### src/wdt_pkg.sv
// Package: register map, field layout and constants of the watchdog block
package wdt_pkg;

	// Register byte offsets (printed offsets are not all multiples of four: index * 4)
	localparam logic [7:0]  IDX_POWER_MODE_CONTROL = 8'h87;
	localparam logic [7:0]  IDX_WATCHDOG_CONTROL   = 8'h8F;
	localparam logic [7:0]  IDX_IRQ_STATUS         = 8'h90;
	localparam logic [7:0]  IDX_IRQ_MASK           = 8'h91;
	localparam logic [7:0]  IDX_WDT_COUNT          = 8'h92;
	localparam logic [11:0] ADDR_POWER_MODE_CONTROL = {2'h0, IDX_POWER_MODE_CONTROL, 2'h0};
	localparam logic [11:0] ADDR_WATCHDOG_CONTROL   = {2'h0, IDX_WATCHDOG_CONTROL, 2'h0};
	localparam logic [11:0] ADDR_IRQ_STATUS         = {2'h0, IDX_IRQ_STATUS, 2'h0};
	localparam logic [11:0] ADDR_IRQ_MASK           = {2'h0, IDX_IRQ_MASK, 2'h0};
	localparam logic [11:0] ADDR_WDT_COUNT          = {2'h0, IDX_WDT_COUNT, 2'h0};

	// Watchdog control field positions
	localparam int WDC_ENABLE   = 7;
	localparam int WDC_CLEAR    = 6;
	localparam int WDC_IDLE_RUN = 3;
	localparam int WDC_PS_MSB   = 2;
	localparam int WDC_PS_LSB   = 0;

	// Power mode control field positions
	localparam int PMC_POWER_OFF = 4;
	localparam int PMC_USER_ONE  = 3;
	localparam int PMC_USER_ZERO = 2;
	localparam int PMC_PDOWN     = 1;
	localparam int PMC_IDLE      = 0;

	// Interrupt status bits
	localparam int IRQ_TIMEOUT = 0;
	localparam int IRQ_WAKE    = 1;

	// Reset values
	localparam logic [7:0] WDC_RESET = 8'h00;
	localparam logic [7:0] PMC_RESET = 8'h00;
	localparam logic [1:0] IRQ_RESET = 2'h0;

	// Timing
	localparam int          CLK_MHZ          = 100;
	localparam int          OSC_PER_MACHINE  = 12;
	localparam logic [3:0]  MACHINE_LAST     = 4'(OSC_PER_MACHINE - 1);
	localparam int          WDT_BITS         = 14;
	localparam int          PRE_BITS         = 8;
	localparam int          RESET_MIN_CYCLES = 2;
	localparam logic [4:0]  RESET_FILT_LAST  = 5'(RESET_MIN_CYCLES * OSC_PER_MACHINE - 1);
	localparam logic [3:0]  SAMPLE_PHASE     = 4'h9; // Fifth state, second phase

	// AXI4-Lite responses
	localparam logic [1:0] RESP_OKAY   = 2'h0;
	localparam logic [1:0] RESP_SLVERR = 2'h2;

	// Power mode states
	typedef enum logic [2:0] {
		PM_RUN   = 3'b001,
		PM_IDLE  = 3'b010,
		PM_PDOWN = 3'b100
	} pmode_t;

	// Read channel payload
	typedef struct packed {
		logic [31:0] data;
		logic [1:0]  resp;
	} rd_beat_t;

endpackage

### src/wdt_top.sv
// Watchdog, power mode and reset control with AXI4-Lite register slave
`timescale 1ns/1ps

// Behaviour
// Divided clock chain; timeout resets when enabled
// Watchdog disabled after any reset
// Counter runs only while enable set
// Clear bit zeroes counter, prescaler, itself
// Software clears before timeout elapses
// Idle-run bit gates counting in idle
// Prescaler select decodes 2 to 256
// Timeout after 2^14 x prescale x 12
// Any reset clears counter and prescaler
// Oscillator divided by two internally
// Idle stops cpu clock; interrupt wakes
// Power-down stops all; only reset exits
// Reset sampled at state five phase two
// Reset input filtered against glitches
// Reset clears registers; power flag kept; interrupt status and mask are cleared only by i_rstn
// Power-off flag set on power-on only; a software write of one to the flag also sets it
// Two free user flag bits
// Prescaler steps once per machine cycle
// Idle halt holds counter and prescaler
module wdt_top
	import wdt_pkg::*;
(
	// Clock and reset
	input  wire logic        i_clk,
	input  wire logic        i_rstn,
	// External reset pin, active high, and power-on indication
	input  wire logic        i_ext_reset,
	input  wire logic        i_power_on,
	// Interrupt from the core's peripherals, wakes idle
	input  wire logic        i_wake_irq,
	// AXI4-Lite write address
	input  wire logic [11:0] i_awaddr,
	input  wire logic        i_awvalid,
	output logic             o_awready,
	// AXI4-Lite write data
	input  wire logic [31:0] i_wdata,
	input  wire logic [3:0]  i_wstrb,
	input  wire logic        i_wvalid,
	output logic             o_wready,
	// AXI4-Lite write response
	output logic [1:0]       o_bresp,
	output logic             o_bvalid,
	input  wire logic        i_bready,
	// AXI4-Lite read address
	input  wire logic [11:0] i_araddr,
	input  wire logic        i_arvalid,
	output logic             o_arready,
	// AXI4-Lite read data
	output logic [31:0]      o_rdata,
	output logic [1:0]       o_rresp,
	output logic             o_rvalid,
	input  wire logic        i_rready,
	// Clocks and system outputs
	output logic             o_half_clk,
	output logic             o_cpu_clk_en,
	output logic             o_osc_en,
	output logic             o_sys_reset,
	output logic             o_irq
);

	////////////////////////////////////////////////////////////////////////////
	// Declarations
	logic [7:0]          wdc_r;
	logic [4:0]          pmc_r;
	logic [1:0]          irq_stat_r;
	logic [1:0]          irq_mask_r;
	pmode_t              pmode_r;
	logic [3:0]          phase_r;
	logic [PRE_BITS-1:0] pre_r;
	logic [WDT_BITS-1:0] cnt_r;
	logic [4:0]          filt_r;
	logic                rst_sample_r;
	logic                wd_reset_r;
	logic                int_rst;
	logic                machine_tick;
	logic                wd_run;
	logic                pre_tick;
	logic [PRE_BITS-1:0] pre_last;
	logic                timeout;
	logic                aw_full_r;
	logic                w_full_r;
	logic [11:0]         aw_addr_r;
	logic [31:0]         w_data_r;
	logic                w_lane0_r;
	logic                wr_go;
	logic                wr_hit;
	rd_beat_t            rd_beat;

	////////////////////////////////////////////////////////////////////////////
	// Clocking

	// Divide by two
	always_ff @(posedge i_clk) begin
		if (!i_rstn) begin
			o_half_clk <= 1'b0;
		end else if (pmode_r == PM_PDOWN) begin
			o_half_clk <= 1'b0;
		end else begin
			o_half_clk <= ~o_half_clk;
		end
	end

	// Machine cycle phase, twelve oscillator periods
	always_ff @(posedge i_clk) begin
		if (!i_rstn) begin
			phase_r <= 4'h0;
		end else if (pmode_r == PM_PDOWN) begin
			phase_r <= phase_r; // Oscillator halted
		end else if (phase_r == MACHINE_LAST) begin
			phase_r <= 4'h0;
		end else begin
			phase_r <= phase_r + 4'h1;
		end
	end

	assign machine_tick = (phase_r == MACHINE_LAST) && (pmode_r != PM_PDOWN);

	////////////////////////////////////////////////////////////////////////////
	// Reset filter and sampling

	// Pin must stay high for two machine cycles
	always_ff @(posedge i_clk) begin
		if (!i_rstn) begin
			filt_r <= 5'h00;
		end else if (!i_ext_reset) begin
			filt_r <= 5'h00;
		end else if (filt_r != RESET_FILT_LAST) begin
			filt_r <= filt_r + 5'h01;
		end
	end

	// Filtered level sampled at state five phase two
	always_ff @(posedge i_clk) begin
		if (!i_rstn) begin
			rst_sample_r <= 1'b0;
		end else if (!i_ext_reset) begin
			rst_sample_r <= 1'b0; // Stray glitches never latch
		end else if (phase_r == SAMPLE_PHASE || pmode_r == PM_PDOWN) begin
			// Phase is frozen in power-down, so sample on every clock there
			rst_sample_r <= (filt_r == RESET_FILT_LAST);
		end
	end

	assign int_rst = rst_sample_r | wd_reset_r | i_power_on;

	// System reset output
	always_ff @(posedge i_clk) begin
		if (!i_rstn) begin
			o_sys_reset <= 1'b1;
		end else begin
			o_sys_reset <= int_rst;
		end
	end

	////////////////////////////////////////////////////////////////////////////
	// Watchdog

	// Run gate; idle-run gate
	assign wd_run = wdc_r[WDC_ENABLE] &&
		((pmode_r == PM_RUN) || ((pmode_r == PM_IDLE) && wdc_r[WDC_IDLE_RUN]));

	// Prescaler select decode, field order is irregular
	always_comb begin
		case (wdc_r[WDC_PS_MSB:WDC_PS_LSB])
			3'b000:  pre_last = 8'h01;
			3'b010:  pre_last = 8'h03;
			3'b001:  pre_last = 8'h07;
			3'b011:  pre_last = 8'h0F;
			3'b100:  pre_last = 8'h1F;
			3'b101:  pre_last = 8'h3F;
			3'b110:  pre_last = 8'h7F;
			default: pre_last = 8'hFF;
		endcase
	end

	assign pre_tick = machine_tick && wd_run && (pre_r == pre_last);
	// Full 14-bit wrap ends the interval
	assign timeout  = pre_tick && (cnt_r == {WDT_BITS{1'b1}});

	// Prescaler per machine cycle; held when halted
	always_ff @(posedge i_clk) begin
		if (!i_rstn || int_rst) begin
			// Cleared on reset
			pre_r <= '0;
		end else if (wdc_r[WDC_CLEAR] && machine_tick) begin
			// Clear on next machine cycle
			pre_r <= '0;
		end else if (machine_tick && wd_run) begin
			pre_r <= (pre_r == pre_last) ? '0 : pre_r + 8'h01;
		end
	end

	// Counter behind the prescaler chain
	always_ff @(posedge i_clk) begin
		if (!i_rstn || int_rst) begin
			// Cleared on reset
			cnt_r <= '0;
		end else if (wdc_r[WDC_CLEAR] && machine_tick) begin
			// Counter cleared with prescaler
			cnt_r <= '0;
		end else if (pre_tick) begin
			cnt_r <= cnt_r + 14'h0001;
		end
	end

	// Timeout forces system reset when enabled; software must clear
	always_ff @(posedge i_clk) begin
		if (!i_rstn) begin
			wd_reset_r <= 1'b0;
		end else begin
			wd_reset_r <= timeout;
		end
	end

	////////////////////////////////////////////////////////////////////////////
	// Power mode

	// Idle exits on interrupt; power-down only by reset
	always_ff @(posedge i_clk) begin
		if (!i_rstn || int_rst) begin
			pmode_r <= PM_RUN;
		end else begin
			case (pmode_r)
				PM_RUN: begin
					if (wr_hit && aw_addr_r == ADDR_POWER_MODE_CONTROL && w_data_r[PMC_PDOWN]) begin
						pmode_r <= PM_PDOWN;
					end else if (wr_hit && aw_addr_r == ADDR_POWER_MODE_CONTROL &&
						w_data_r[PMC_IDLE]) begin
						pmode_r <= PM_IDLE;
					end
				end
				PM_IDLE: begin
					if (i_wake_irq) begin
						pmode_r <= PM_RUN;
					end
				end
				PM_PDOWN: pmode_r <= PM_PDOWN;
				default:  pmode_r <= PM_RUN;
			endcase
		end
	end

	// Processor clock gate; oscillator gate
	always_ff @(posedge i_clk) begin
		if (!i_rstn) begin
			o_cpu_clk_en <= 1'b1;
			o_osc_en     <= 1'b1;
		end else begin
			o_cpu_clk_en <= (pmode_r == PM_RUN) || int_rst;
			o_osc_en     <= (pmode_r != PM_PDOWN) || int_rst;
		end
	end

	////////////////////////////////////////////////////////////////////////////
	// Registers

	assign wr_go  = aw_full_r && w_full_r && !o_bvalid;
	assign wr_hit = wr_go && w_lane0_r;

	// Watchdog control register
	always_ff @(posedge i_clk) begin
		if (!i_rstn || int_rst) begin
			// Disabled and cleared on reset
			wdc_r <= WDC_RESET;
		end else if (wr_hit && aw_addr_r == ADDR_WATCHDOG_CONTROL) begin
			wdc_r <= w_data_r[7:0];
		end else if (machine_tick && wdc_r[WDC_CLEAR]) begin
			// Clear bit self-clears
			wdc_r[WDC_CLEAR] <= 1'b0;
		end
	end

	// Power mode control register, mode bits mirror the state
	always_ff @(posedge i_clk) begin
		if (!i_rstn) begin
			pmc_r <= PMC_RESET[4:0];
		end else if (int_rst) begin
			// Cleared except power flag; set on power-on
			pmc_r <= {pmc_r[PMC_POWER_OFF] | i_power_on, 4'h0};
		end else begin
			// User flags, software clears flag
			if (wr_hit && aw_addr_r == ADDR_POWER_MODE_CONTROL) begin
				pmc_r[PMC_POWER_OFF:PMC_USER_ZERO] <= w_data_r[PMC_POWER_OFF:PMC_USER_ZERO];
			end
			pmc_r[PMC_PDOWN] <= (pmode_r == PM_PDOWN);
			pmc_r[PMC_IDLE]  <= (pmode_r == PM_IDLE);
		end
	end

	// Interrupt status, set wins over write-one-to-clear
	always_ff @(posedge i_clk) begin
		if (!i_rstn) begin
			irq_stat_r <= IRQ_RESET;
		end else begin
			irq_stat_r[IRQ_TIMEOUT] <= timeout | (irq_stat_r[IRQ_TIMEOUT] &
				~(wr_hit && aw_addr_r == ADDR_IRQ_STATUS && w_data_r[IRQ_TIMEOUT]));
			irq_stat_r[IRQ_WAKE] <= (pmode_r == PM_IDLE && i_wake_irq) | (irq_stat_r[IRQ_WAKE] &
				~(wr_hit && aw_addr_r == ADDR_IRQ_STATUS && w_data_r[IRQ_WAKE]));
		end
	end

	// Interrupt mask and output
	always_ff @(posedge i_clk) begin
		if (!i_rstn) begin
			irq_mask_r <= IRQ_RESET;
			o_irq      <= 1'b0;
		end else begin
			if (wr_hit && aw_addr_r == ADDR_IRQ_MASK) begin
				irq_mask_r <= w_data_r[1:0];
			end
			o_irq <= |(irq_stat_r & irq_mask_r);
		end
	end

	////////////////////////////////////////////////////////////////////////////
	// AXI4-Lite write path, address and data taken in either order

	always_ff @(posedge i_clk) begin
		if (!i_rstn) begin
			aw_full_r <= 1'b0;
			w_full_r  <= 1'b0;
			aw_addr_r <= 12'h000;
			w_data_r  <= 32'h0000_0000;
			w_lane0_r <= 1'b0;
			o_awready <= 1'b0;
			o_wready  <= 1'b0;
			o_bvalid  <= 1'b0;
			o_bresp   <= RESP_OKAY;
		end else begin
			// Held low until the pending response is accepted
			o_awready <= !aw_full_r && !(i_awvalid && o_awready) && !(o_bvalid && !i_bready);
			o_wready  <= !w_full_r && !(i_wvalid && o_wready);
			if (i_awvalid && o_awready) begin
				aw_full_r <= 1'b1;
				aw_addr_r <= {i_awaddr[11:2], 2'h0};
			end
			if (i_wvalid && o_wready) begin
				w_full_r  <= 1'b1;
				w_data_r  <= i_wdata;
				w_lane0_r <= i_wstrb[0];
			end
			if (wr_go) begin
				aw_full_r <= 1'b0;
				w_full_r  <= 1'b0;
				o_bvalid  <= 1'b1;
				o_bresp   <= (aw_addr_r == ADDR_POWER_MODE_CONTROL ||
					aw_addr_r == ADDR_WATCHDOG_CONTROL || aw_addr_r == ADDR_IRQ_STATUS ||
					aw_addr_r == ADDR_IRQ_MASK || aw_addr_r == ADDR_WDT_COUNT) ?
					RESP_OKAY : RESP_SLVERR;
			end else if (o_bvalid && i_bready) begin
				o_bvalid <= 1'b0;
			end
		end
	end

	////////////////////////////////////////////////////////////////////////////
	// AXI4-Lite read path

	// Read decode
	always_comb begin
		rd_beat.resp = RESP_OKAY;
		if ({i_araddr[11:2], 2'h0} == ADDR_POWER_MODE_CONTROL) begin
			rd_beat.data = {27'h0, pmc_r};
		end else if ({i_araddr[11:2], 2'h0} == ADDR_WATCHDOG_CONTROL) begin
			rd_beat.data = {24'h0, wdc_r};
		end else if ({i_araddr[11:2], 2'h0} == ADDR_IRQ_STATUS) begin
			rd_beat.data = {30'h0, irq_stat_r};
		end else if ({i_araddr[11:2], 2'h0} == ADDR_IRQ_MASK) begin
			rd_beat.data = {30'h0, irq_mask_r};
		end else if ({i_araddr[11:2], 2'h0} == ADDR_WDT_COUNT) begin
			rd_beat.data = {18'h0, cnt_r};
		end else begin
			rd_beat.data = 32'h0000_0000;
			rd_beat.resp = RESP_SLVERR;
		end
	end

	// Single outstanding read
	always_ff @(posedge i_clk) begin
		if (!i_rstn) begin
			o_arready <= 1'b0;
			o_rvalid  <= 1'b0;
			o_rdata   <= 32'h0000_0000;
			o_rresp   <= RESP_OKAY;
		end else begin
			o_arready <= !o_rvalid && !(i_arvalid && o_arready);
			if (i_arvalid && o_arready) begin
				o_rvalid <= 1'b1;
				o_rdata  <= rd_beat.data;
				o_rresp  <= rd_beat.resp;
			end else if (o_rvalid && i_rready) begin
				o_rvalid <= 1'b0;
			end
		end
	end

endmodule

### config.mk
export PLATFORM = sky130hd
export DESIGN_NAME = wdt_top
export DESIGN_NICKNAME = d
export VERILOG_FILES = /design/src/wdt_pkg.sv /design/src/wdt_top.sv
export SDC_FILE = /design/constraint.sdc
export NUM_CORES = 1
export LEC_CHECK = 0
export BUFFER_PORTS_ARGS = -buffer_cell sky130_fd_sc_hd__buf_2
export CAP_MARGIN = 30
export CORE_ASPECT_RATIO = 1.5
export CORE_MARGIN = 3
export CORE_UTILIZATION = 48
export CTS_CLUSTER_DIAMETER = 200
export CTS_CLUSTER_SIZE = 24
export DETAILED_ROUTE_END_ITERATION = 10
export PLACE_DENSITY = 0.76
export SETUP_SLACK_MARGIN = 0.02
export SYNTH_ARGS = -nofsm -noshare
export SYNTH_HDL_FRONTEND = slang
export SYNTH_SLANG_ARGS = --single-unit
### constraint.sdc
create_clock -name i_clk -period 2.2 [get_ports i_clk]
set_input_delay 0.33 -clock i_clk [delete_from_list [all_inputs] [get_ports i_clk]]
set_output_delay 0.33 -clock i_clk [all_outputs]
set_load 0.01 [all_outputs]
==> results.cfg <==
[power]
power_frac_clock_pct = 41.0
p_sw_w = 0.000812
finalPower_w = 0.00354
swShare_pct = 23.0
p_int_w = 0.00272
ir_worst_vdd_mv = 0.527
combPwrFrac_pct = 6.0
p_seq_share_pct = 53.0
leakagePower_nw = 2.15
powerDensity_nw_per_um2 = 657

[outcome]
status = completed

[critical_path]
rr_worst_depth = 6
max_stage_delay_ns = 0.55
arrival_ns = 2.47
critPathKind = reg2reg
cp.required_ns = 2.47
crit_slowest_cell = or4_4
crit_chain = o21ai_2 > xnor2_1 > a211o_1 > or4_4 > or4_4 > a21oi_2
crit_path_frequent_cell = or4_4
crit_fanout = 7
start_kind = flip-flop
cp-end-kind = flip-flop

[floorplan]
start_util_pct = 49.4
core_um2 = 9250
num_rows = 43
die_x_um = 85.7
io_pins = 116
die_y_um = 126
die-area_um2 = 10800

[cells_and_area]
insertedDiodeCount = 0
final_cells = 734
drive_gt1_share_pct = 20.4
nets = 693
mostFrequentLayoutCells = dfxtp_1, nand2_1, buf_2, nor2_1
area_growth_pct = 17.6
layout_commonest_cell = dfxtp_1

[synthesis]
syn_area_per_cell_um2 = 8.42
yosysWarnings = 0
synthFlopType = dfxtp_1
synth.area.top_cells = dfxtp_1, nand2_1, a21boi_0, mux2i_1, a21oi_1
yosysTopAreaCell = dfxtp_1
netlist.area_leader.share_pct = 43.8
synth_enable_flop_cells = 0
synth_async_sr_flop_share_pct = 0
synth_seq_cells = 100
ys_types = 55
syn_area_um2 = 4570
seq_area_frac_synth_pct = 43.8
synthCells = 543

[detailed_routing]
drtIter0Drc = 275
routed_via_density = 5.47
post_drt_wl_per_cell_um = 14.9
routed_wirelength_um = 10900
vias = 4013
firstDrtPassIters = 4
drc = 0
final_antenna_net_count = 0

[clock_tree]
cts_tree = done
clock-root-buffer = clkbuf_16
clk_latency_ns = 0.34
clk_pin_slew_worst_paths_ns = 0.06
ctsHtreeMaxLevel = 3
clock_sinks = 100
holdBufCountCts = 0
cts_inserted_buffers = 9
clk_path_buf_depth = 2

[place]
io_buffers = 64
hpwl_um = 7740
place_inst = 714
gp_congestion = 0.838
preCtsSetupSlack_ns = -0.0949

[global_routing]
grt_max_degree = 56
grt_pass1_wl_um = 17700
grt_overflow = 0
grt_pass1_vias = 3883
antenna_found_initial = 0
track_usage_pct = 20.6

[timing]
rsz0062_at_grt = yes
hold_ws_ns = 0.235
setup-violations-final = 0
fin_crit_sh_pct = 99.9
setup_ws_ns = 0.00311
max_freq_mhz = 455
drv_slew = 0
skew_ns = 0.00698
hold_viol = 0
min_period_ns = 2.20

[hold_path]
hold_depth = 3
hold_class = in2reg

[job]
max_cap_viol_count = 0
==> final cells by class <==
type                    instances  area, um^2
fillers                       812        3870
multi-input cells             409        2430
flip-flops and latches        100        2010
repair buffers                 86         485
clock buffers                  12         246
well taps                     112         140
inverters                      12        45.0
clock inverters                 3        21.3
==> metal layers <==
metal	up-vias	share of wire, %	track usage, %
li1	2003	-	-
met1	1866	38	22.0
met2	115	54	37.3
met3	29	4.4	3.63
met4	0	3.6	11.3
met5	-	0	0
==> worst paths after layout <==
path               start            to  slack (ns)
max             wdc_r[2]     cnt_r[12]       0.003
min          i_awaddr[3]  aw_addr_r[3]        0.24
max reg2reg     wdc_r[2]     cnt_r[12]       0.003
min reg2reg   o_half_clk    o_half_clk        0.42
==> metrics by stage <==
step	cell area, um^2	TNS, ns	util (%)
2_1_floorplan	4650	0	-
3_3_place_gp	4980	0	53.9
3_5_place_dp	4980	-0.725	53.9
4_1_cts	5280	0	57.1
5_1_grt	5380	-0.0244	58.2
6_report	5380	0	58.2
==> timing repair <==
action / in CTS / in global routing
setup endpoints to repair: 17 / 13
resized for setup: 8 / 18
gates cloned: 1 / 1
pin swaps: 1 / 12
buffers inserted: 0 / 3
==> cells in the mapped netlist, types with 2 or more instances <==
library cell and number:
a211oi_1 3, a21boi_0 26, a21boi_1 4, a21oi_1 32, a22oi_1 5, a2bb2oi_1 2
a31oi_1 2, and2_1 12, and3_1 5, and4_1 4, buf_4 21, buf_6 3
clkbuf_1 18, dfxtp_1 100, ha_1 5, inv_1 12, mux2i_1 17, nand2_1 89
nand2b_1 5, nand3_1 20, nand3b_1 3, nand4_1 6, nand4b_1 2, nor2_1 40
nor2b_1 11, nor3_1 6, nor3b_1 4, nor4_1 4, nor4b_1 4, o21a_1 3
o21ai_0 15, o21ai_1 10, o21bai_1 2, o31ai_1 2, or3_1 13, or3b_2 2
or4_1 2, xnor2_1 5, xor2_1 8
==> power groups by stage <==
stage          Sequential [W]  Combinational [W]  Clock, W
2_1_floorplan         0.00192           0.000150         0
3_3_place_gp          0.00192           0.000202         0
3_5_place_dp          0.00192           0.000209         0
4_1_cts               0.00188           0.000211   0.00147
5_1_grt               0.00188           0.000240   0.00154
6_report              0.00187           0.000211   0.00145
==> registers in the layout (all words and copies together) (netlist names), 3 cells and up <==
name / count
cnt_r: 14
phase_r: 4
pre_r: 8
pmode_r: 3
wdc_r: 8
aw_addr_r: 10
w_data_r: 8
pmc_r: 5
filt_r: 5
o_rdata: 14
==> critical path, delay by kind of cell, from the launching register on <==
| kind | cells | cell delay (ns) |
|---|---|---|
| xor+xnor | 1 | 0.13 |
| flops | 1 | 0.40 |
| simple gates | 2 | 1.04 |
| compound gates | 3 | 0.56 |
==> logic make-up (layout without fill, tap and decap cells) <==
family	count (synthesis)	in the layout	synth area share (%)
AO/OA/AOI/OAI	117	117	16.4
XOR/XNOR	13	13	2.49
adder cells (fa/ha/maj)	5	5	1.37
buffers and inverters	55	113	6.76
flip-flops	100	100	43.8
multiplexers	17	17	3.72
other	1	20	0.0820
AND/OR/NAND/NOR	235	237	25.4
(Power assumes the default switching activity.)
